## src/rtl/dsx_pkg.sv

```systemverilog
package dsx_pkg;

    // opcode layout: [15:10] operation, [9] destination, [8] access, [7:0] file address
    localparam logic [5:0] DSX_OP_SKZ = 6'h0B;
    localparam logic [5:0] DSX_OP_SKNZ = 6'h13;
    localparam int DSX_OP_HI = 15;
    localparam int DSX_OP_LO = 10;
    localparam int DSX_D_BIT = 9;
    localparam int DSX_A_BIT = 8;
    localparam int DSX_F_HI = 7;
    localparam int DSX_F_LO = 0;
    localparam logic [3:0] DSX_ACCESS_BANK = 4'h0;
    localparam logic [7:0] DSX_RESET_W = 8'h00;
    localparam logic [3:0] DSX_RESET_PHASE = 4'h1;
    // phases per instruction cycle
    localparam int DSX_PHASES = 4;

    typedef enum logic [3:0] {
        DSX_Q1 = 4'h1,
        DSX_Q2 = 4'h2,
        DSX_Q3 = 4'h4,
        DSX_Q4 = 4'h8
    } dsx_phase_t;

    typedef struct packed {
        logic valid;
        logic sel_nonzero;
        logic to_file;
        logic use_bank;
        logic [7:0] faddr;
    } dsx_dec_t;

    typedef struct packed {
        logic we;
        logic [11:0] addr;
    } dsx_mem_t;

endpackage

```

## src/rtl/dsx_core.sv

```systemverilog
`timescale 1ns/1ps
// How it works
// RULE_01: opcode 0010 11da decrements the file register and skips when the result is zero.
// RULE_02: opcode 0100 11da decrements the file register and skips when the result is nonzero.
// RULE_03: destination bit 0 sends the result to the working register, 1 writes the file back.
// RULE_04: access bit 0 uses the fixed access bank, access bit 1 uses the bank select register.
// RULE_05: a skip discards the fetched next instruction and runs a no_operation instead.
// RULE_06: one word; one cycle, two on a skip, three when the skipped word is two words long.
// RULE_07: the file address is a full eight bits, destination and access are single bits.
// RULE_08: each cycle runs decode, read, decrement, write phases; skipped cycles do nothing.
module dsx_core
    import dsx_pkg::*;
(
    // clock and reset
    input wire logic CLOCK,
    input wire logic RST,
    // fetch stage
    input wire logic [15:0] INSN,
    input wire logic INSN_VALID,
    input wire logic INSN_TWO_WORD,
    input wire logic [3:0] BANK_SELECT,
    // data memory
    output dsx_mem_t MEM,
    output logic [7:0] MEM_WDATA,
    input wire logic [7:0] MEM_RDATA,
    // status
    output logic [7:0] WREG,
    output logic [3:0] PHASE,
    output logic CYCLE_END,
    output logic SKIPPING,
    output logic INSN_TAKEN
);
    ////////////////////////////////////////////////////////////////
    dsx_dec_t dec;
    dsx_phase_t phase_q, phase_d;
    dsx_dec_t cur_q, cur_d;
    logic [3:0] bank_q, bank_d;
    logic [7:0] data_q, data_d;
    logic [7:0] w_q, w_d;
    logic [1:0] skip_q, skip_d;
    logic pend_q, pend_d;
    dsx_mem_t mem_q, mem_d;
    logic [7:0] wdata_q, wdata_d;

    dsx_decode u_dec (
        .insn(INSN),
        .dec(dec)
    );

    function automatic logic skip_hit(input logic nonzero, input logic [7:0] res);
        // zero test flips for the nonzero form
        skip_hit = nonzero ? (res != 8'h00) : (res == 8'h00);
    endfunction

    ////////////////////////////////////////////////////////////////
    // address of the file register in the selected bank
    function automatic logic [11:0] file_addr(input logic [3:0] bank, input logic [7:0] faddr);
        file_addr = {bank, faddr};
    endfunction

    // phase sequencer
    always_comb begin
        case (phase_q)
            // RULE_08: four phases per cycle
            DSX_Q1: begin
                phase_d = DSX_Q2;
            end
            DSX_Q2: begin
                phase_d = DSX_Q3;
            end
            DSX_Q3: begin
                phase_d = DSX_Q4;
            end
            DSX_Q4: begin
                phase_d = DSX_Q1;
            end
            default: begin
                phase_d = DSX_Q1;
            end
        endcase
    end

    always_ff @(posedge CLOCK) begin
        if (RST) begin
            phase_q <= DSX_Q1;
        end else begin
            phase_q <= phase_d;
        end
    end

    ////////////////////////////////////////////////////////////////
    // instruction latch, loaded in the decode phase
    always_comb begin
        cur_d = cur_q;
        bank_d = bank_q;
        if (phase_q == DSX_Q1) begin
            if (skip_q != 2'h0) begin
                // RULE_05: fetched word replaced by no_operation
                cur_d = '0;
            end else begin
                // RULE_01: skip-on-zero decode
                // RULE_02: skip-on-nonzero decode
                cur_d = INSN_VALID ? dec : '0;
                // RULE_04: access bank or bank select
                bank_d = dec.use_bank ? BANK_SELECT : DSX_ACCESS_BANK;
            end
        end
    end

    always_ff @(posedge CLOCK) begin
        if (RST) begin
            cur_q <= '0;
            bank_q <= DSX_ACCESS_BANK;
        end else begin
            cur_q <= cur_d;
            bank_q <= bank_d;
        end
    end

    ////////////////////////////////////////////////////////////////
    // decrement and destination
    always_comb begin
        data_d = data_q;
        w_d = w_q;
        wdata_d = wdata_q;
        // RULE_08: decrement phase
        if ((phase_q == DSX_Q3) && cur_q.valid) begin
            data_d = MEM_RDATA - 8'h01;
        end
        // RULE_03: destination select
        if ((phase_q == DSX_Q4) && cur_q.valid) begin
            if (cur_q.to_file) begin
                wdata_d = data_q;
            end else begin
                w_d = data_q;
            end
        end
    end

    always_ff @(posedge CLOCK) begin
        if (RST) begin
            data_q <= 8'h00;
            w_q <= DSX_RESET_W;
            wdata_q <= 8'h00;
        end else begin
            data_q <= data_d;
            w_q <= w_d;
            wdata_q <= wdata_d;
        end
    end

    ////////////////////////////////////////////////////////////////
    // memory strobes, idle outside their phase
    always_comb begin
        mem_d = '0;
        if (cur_q.valid) begin
            case (phase_q)
                // RULE_08: read phase
                DSX_Q2: begin
                    // RULE_07: full 8-bit file address
                    mem_d.addr = file_addr(bank_q, cur_q.faddr);
                end
                // RULE_08: write phase
                DSX_Q4: begin
                    if (cur_q.to_file) begin
                        mem_d.we = 1'b1;
                        mem_d.addr = file_addr(bank_q, cur_q.faddr);
                    end
                end
                default: begin
                    mem_d = '0;
                end
            endcase
        end
    end

    always_ff @(posedge CLOCK) begin
        if (RST) begin
            mem_q <= '0;
        end else begin
            mem_q <= mem_d;
        end
    end

    ////////////////////////////////////////////////////////////////
    // discard counter, one count per no_operation cycle
    always_comb begin
        skip_d = skip_q;
        pend_d = pend_q;
        case (phase_q)
            DSX_Q1: begin
                // RULE_06: victim length known only once fetched
                if (pend_q) begin
                    pend_d = 1'b0;
                    if (INSN_VALID && INSN_TWO_WORD) begin
                        skip_d = 2'h2;
                    end
                end
            end
            DSX_Q4: begin
                if (skip_q != 2'h0) begin
                    // RULE_08: skipped cycle ends
                    skip_d = skip_q - 2'h1;
                end else if (cur_q.valid && skip_hit(cur_q.sel_nonzero, data_q)) begin
                    // RULE_05: arm discard of next word
                    skip_d = 2'h1;
                    pend_d = 1'b1;
                end
            end
            default: begin
                skip_d = skip_q;
            end
        endcase
    end

    always_ff @(posedge CLOCK) begin
        if (RST) begin
            skip_q <= 2'h0;
            pend_q <= 1'b0;
        end else begin
            skip_q <= skip_d;
            pend_q <= pend_d;
        end
    end

    ////////////////////////////////////////////////////////////////
    assign MEM = mem_q;
    assign MEM_WDATA = wdata_q;
    assign WREG = w_q;
    assign PHASE = phase_q;
    assign CYCLE_END = (phase_q == DSX_Q4);
    assign SKIPPING = (skip_q != 2'h0);
    assign INSN_TAKEN = (phase_q == DSX_Q1) && (skip_q == 2'h0);
endmodule

```

## src/rtl/dsx_decode.sv

```systemverilog
`timescale 1ns/1ps
module dsx_decode
    import dsx_pkg::*;
(
    // instruction word
    input wire logic [15:0] insn,
    // decoded fields
    output dsx_dec_t dec
);
    logic [5:0] op;

    always_comb begin
        op = insn[DSX_OP_HI:DSX_OP_LO];
        dec.valid = (op == DSX_OP_SKZ) || (op == DSX_OP_SKNZ);
        dec.sel_nonzero = (op == DSX_OP_SKNZ);
        dec.to_file = insn[DSX_D_BIT];
        dec.use_bank = insn[DSX_A_BIT];
        dec.faddr = insn[DSX_F_HI:DSX_F_LO];
    end
endmodule

```

## config.mk

```make
export PLATFORM = sky130hd
export DESIGN_NAME = dsx_core
export DESIGN_NICKNAME = d
export VERILOG_FILES = /design/src/rtl/dsx_pkg.sv /design/src/rtl/dsx_core.sv /design/src/rtl/dsx_decode.sv
export SDC_FILE = /design/constraint.sdc
export NUM_CORES = 1
export LEC_CHECK = 0
export BUFFER_PORTS_ARGS = -buffer_cell sky130_fd_sc_hd__buf_2
export CELL_PAD_IN_SITES_DETAIL_PLACEMENT = 1
export CELL_PAD_IN_SITES_GLOBAL_PLACEMENT = 1
export CORE_UTILIZATION = 40
export CTS_CLUSTER_SIZE = 30
export DETAILED_ROUTE_END_ITERATION = 12
export GPL_ROUTABILITY_DRIVEN = 0
export PLACE_DENSITY = 0.88
export SYNTH_ARGS = -nofsm -noshare
export SYNTH_HDL_FRONTEND = slang
export SYNTH_SLANG_ARGS = --single-unit
```

## constraint.sdc

```tcl
create_clock -name CLOCK -period 4.43 [get_ports CLOCK]
set_clock_uncertainty 0.05 [all_clocks]
set_input_delay 0 -clock CLOCK [delete_from_list [all_inputs] [get_ports CLOCK]]
set_output_delay 0 -clock CLOCK [all_outputs]
set_load 0.01 [all_outputs]
```

## Word-level counts from Yosys, hierarchy flattened

Cells that the tools add are included.

| word-level totals | value |
|---|---|
| word-level logic and storage cells | 63 |
| input port bits | 32 |
| register bits | 59 |
| output and inout port bits | 36 |

| cells by class | value |
|---|---|
| add/subtract/negate cells | 2 |
| bitwise operators | 4 |
| multiplexer cells | 15 |
| eq/ne operators | 11 |
| reductions and logical operators | 18 |

Operator list:

| kind | count |
|---|---|
| $mux 12 | 2 |
| $pmux 12 s2 | 1 |
| $mux 13 | 1 |
| $pmux 4 s3 | 1 |
| $logic_not 8->1 | 1 |
| $mux 2 | 4 |
| $reduce_bool 8->1 | 1 |
| $sub 8x1->8 const B | 1 |
| $eq 6x4->1 const B | 1 |
| $eq 6x5->1 const B | 1 |
| $ne 2x2->1 const B | 3 |
| $reduce_and 2->1 | 3 |
| $logic_and 1x1->1 | 5 |
| $eq 4x1->1 const B | 1 |
| $eq 4x2->1 const B | 1 |
| $eq 4x3->1 const B | 1 |
| $eq 4x4->1 const B | 1 |
| $mux 4 | 1 |
| $not 1->1 | 4 |
| $pmux 2 s2 | 1 |
| $reduce_and 4->1 | 1 |
| $reduce_bool 2->1 | 2 |
| $mux 1 | 3 |
| $ne 3x1->1 const B | 1 |
| other kinds (8) | 8 |

## Longest topological paths before layout

| logic depth | value |
|---|---|
| depth after elaboration | 6 |
| mapped depth | 8 |
| gate-level depth less buffers | 6 |

## Cells and area by module

From an unflattened synthesis, not the netlist that was laid out.

| second synthesis, totals | value |
|---|---|
| cells, all modules | 238 |
| area, all modules | 2333.5 um2 |

Modules (own cells, without submodules):

| module | seq. area each (um2) | cells each | area each (um2) | instances |
|---|---|---|---|---|
| dsx_core | 1181.1 | 224 | 2222.1 | 1 |
| dsx_decode | 0.0 | 14 | 111.4 | 1 |

## Least setup slack after synthesis

No wires, ideal clock.

| path | value |
|---|---|
| kind | flip-flop to flip-flop |
| start point | register phase_q[2], in the netlist PHASE[2] |
| end point | register cur_q[2] (netlist name) |
| data required time | 4.252 ns |
| path slack | 2.860 ns |
| arrival | 1.393 ns |
| period minus slack after synthesis | 1.570 ns |
| buffers on the path | 2 |
| cell stages (with the launch flop) | 6 |
| setup time | 0.128 ns |
| cell sequence | dfxtp_1 clkbuf_2 or4b_1 buf_2 a22oi_1 nor2_1 |

| between the ends | value |
|---|---|
| cells in the longest elaborated chain, start to end | 1 |

RTL lines:

| element | line | RTL |
|---|---|---|
| start, declared | dsx_core.sv:35 | `dsx_phase_t phase_q, phase_d;` |
| start signal, assigned | dsx_core.sv:87 | `phase_q <= phase_d;` |
| $eq 4x1->1 | dsx_core.sv:96 | `if (phase_q == DSX_Q1) begin` |
| end signal, assigned | dsx_core.sv:115 | `cur_q <= cur_d;` |
| end, declared | dsx_core.sv:36 | `dsx_dec_t cur_q, cur_d;` |

No other way between the ends.
A chain may end at the register's enable or synchronous reset.

## Worst setup path in the final report

| path | value |
|---|---|
| start point | register phase_q[0], in the netlist PHASE[0] |
| end point | register cur_q[11] (netlist name) |

Same word-level chain as after synthesis.

==> flow_summary.yaml <==
critical_path:
  worstPathMaxFanout: 10
  r2r_start: "PHASE[0]$_SDFF_PP1_"
  cp_data_arrival_time_ps: 2610
  critPathLaunch: "PHASE[0]$_SDFF_PP1_"
  cp_data_required_time_ps: 4660
  cp-end-kind: "register"
  reg2reg_to: "cur_q[11]$_SDFFE_PP0P_"
  critPathKind: "register to register"
  cp-start-kind: "register"
  reg2reg_depth: 5
  critPathCapture: "cur_q[11]$_SDFFE_PP0P_"
  ff2ff_setup_slack_ps: 2050
detailed_routing:
  via_per_inst: 5.11
  first_pass_iters: 4
  via_count: 2044
  drc_errors: 0
  wirelength_um: 6510
  first_iter_violations: 69
  ant_nets: 0
  wl_per_cell_um: 16.3
yosys:
  synth_ff_type: "dfxtp_1"
  async_reset_ff_share_pct: 0
  yosys.area.top_type: "dfxtp_1"
  ys_types: 39
  yosysMostFrequentCell: "dfxtp_1"
  syn-num-nets: 262
  seq_area_frac_synth_pct: 52.6
  synthTopCellsByArea: "dfxtp_1 (53%), mux2i_1 (7.1%), nor2_1 (6.9%), a22oi_1 (3.3%), and2_1 (3.3%)"
  synth_area_um2: 2240
  postSynthAreaPerCell_um2: 9.80
  synth-edff-count: 0
  yosysTopAreaCellShare_pct: 52.6
  yosys_warnings: 0
  netlist_instances: 229
  netlist_top_cells_count: "dfxtp_1 (59), nor2_1 (41), mux2i_1 (16)"
  ys_ff_latch: 59
clock_network:
  ctsLongestPathBuffers: 2
  numCtsBuffers: 9
  htree_levels: 3
  cts_num_sinks: 59
  clock_latency_ps: 350
  clk_pin_slew_ps: 70
  cts_tree: "done"
  cts-root-buf: "clkbuf_8"
  post-cts-setup-buffers: 0
sta:
  max_slew.worst_pin.slew_ps: 874
  setup_tns_ps: 0
  maxSlewHeadroom_pct: 41.8
  min_period_over_period_pct: 53.7
  drv_slew: 0
  rsz0062_at_grt: "false"
  setup_violations: 0
  fin_crit_ps: 2380
  fmax_mhz: 421
  hold_violations: 0
power:
  p_leak_nw: 1.47
  vdd.ir_drop.worst_uv: 180
  powerDensity_nw_per_um2: 398
cells_and_area:
  final_layout_size_suffix_gt1_share_pct: 26.7
  syn_to_final_growth_pct: 39.9
  multi_input_area_um2: 976
  final_nets: 358
  diodes: 0
  final_cell_area_um2: 3140
  nFillCells: 601
  regArea_um2: 1180
global_route:
  grt-ovfl-total: 0
  grt_pass1_wl_um: 10700
  antenna_found_initial: 0
  first_global_vias: 2239
  grt_max_degree: 50
  grt_use_total_pct: 23.8
floorplan:
  die_h_um: 76.9
  io_pins: 68
  start_util_pct: 42.8
  fp.coreArea_um2: 5240
  dieArea_um2: 5910
  die_x_um: 76.9
  std_cell_rows: 26
run:
  cap_viol_max_count: 0
placement:
  placed_cell_area_um2: 2610
  io_buffers: 67
  dp_hpwl_um: 3900
hold_path:
  hold_path_class: "input port to register"
run_status:
  outcome: "complete, no violations"
-- worst max-delay path, stage by stage (launching register included) --
cell	delay [ps]
dfxtp_1	460
nor4b_4	480
and3_1	470
nand2_1	120
o22ai_1	150
dlygate4sd3_1	570
-- where the power goes --
group	switching [W]	total, W	internal (W)
clock network	0.000215	0.000562	0.000347
registers	0.0000147	0.000559	0.000544
logic	0.0000686	0.000128	0.0000597
total	0.000299	0.00125	0.000951
-- placed cells by master (no fill, tap or decap), types with 2 or more instances in the layout --
cell           synthesis  routed
nor2b_1                3       3
bufinv_16              0       2
nand4_1                5       5
and3_1                 3       3
clkbuf_8               0      11
xnor2_1                6       6
nor3b_1                2       2
buf_2                  2      67
a21oi_1                7       7
nor4_1                 4       4
o41ai_1                2       2
a211oi_1               7       7
xor2_1                 2       2
mux2i_1               16      16
nand2_1               10      10
and2_1                12      12
dlygate4sd3_1          0      30
o21ai_0                2       2
dfxtp_1               59      59
inv_1                  5       5
nand2b_1               2       2
a22oi_1               10      10
nor2_1                41      41
nand3b_1               3       3
-- kinds of logic after synthesis --
group	synth area share [%]
fa+ha+maj	0.558
simple gates	22.5
mux	7.14
buf+inv	3.85
flops	52.6
compound gates	10.2
xor+xnor	3.12
-- how the worst min path moves through the flow --
| stage | startpoint | endpoint | slack (ps) | depth (start not counted) |
|---|---|---|---|---|
| floorplan | MEM_RDATA[0] | data_q[0]$_SDFFE_PP0P_ | 50 | 1 |
| global placement | INSN[9] | cur_q[9]$_SDFFE_PP0P_ | 190 | 3 |
| detailed placement | INSN[6] | cur_q[6]$_SDFFE_PP0P_ | 200 | 3 |
| CTS | MEM_RDATA[4] | data_q[4]$_SDFFE_PP0P_ | 20 | 3 |
| global route | MEM_RDATA[4] | data_q[4]$_SDFFE_PP0P_ | 30 | 3 |
| finish | MEM_RDATA[4] | data_q[4]$_SDFFE_PP0P_ | 20 | 3 |
-- area by class of cell --
type	instances	share of cell area, %
Inverter	6	0.718
Timing Repair Buffer	98	20.5
Multi-Input combinational cell	151	31.1
Clock buffer	12	4.94
Tap cell	70	2.79
Clock inverter	4	2.31
Sequential cell	59	37.6
-- stage by stage --
| stage | power, W | setup WS [ps] | utilization [%] | hold slack [ps] | std cells |
|---|---|---|---|---|---|
| floorplan | 0.000634 | 2860 | - | 45.6 | 229 |
| global placement | 0.000668 | 2590 | 49.8 | 187 | 354 |
| detailed placement | 0.000674 | 2510 | 49.8 | 198 | 354 |
| CTS | 0.00125 | 2050 | 59.9 | 18.1 | 400 |
| global route | 0.00130 | 1870 | 59.9 | 26.4 | 400 |
| finish | 0.00125 | 2050 | 59.9 | 19.3 | 400 |
-- layer usage --
layer / wire [um] / track usage (%)
met1: 2600 / 24.6
met2: 3480 / 43.9
met3: 294 / 5.71
met4: 140 / 12.9
met5: 0 / 0
-- sequential cells by signal (all words and copies together), names as in the netlist, 2 cells and up --
signal	count
MEM	13
MEM_WDATA	8
PHASE	4
WREG	8
bank_q	4
cur_q	11
data_q	8
skip_q	2
-- timing repair --
action | CTS | global route
hold buffers | 30 | 0
gates resized for setup | 0 | 0
endpoints found under the hold margin | 23 | 0
(Power assumes the default switching activity.)
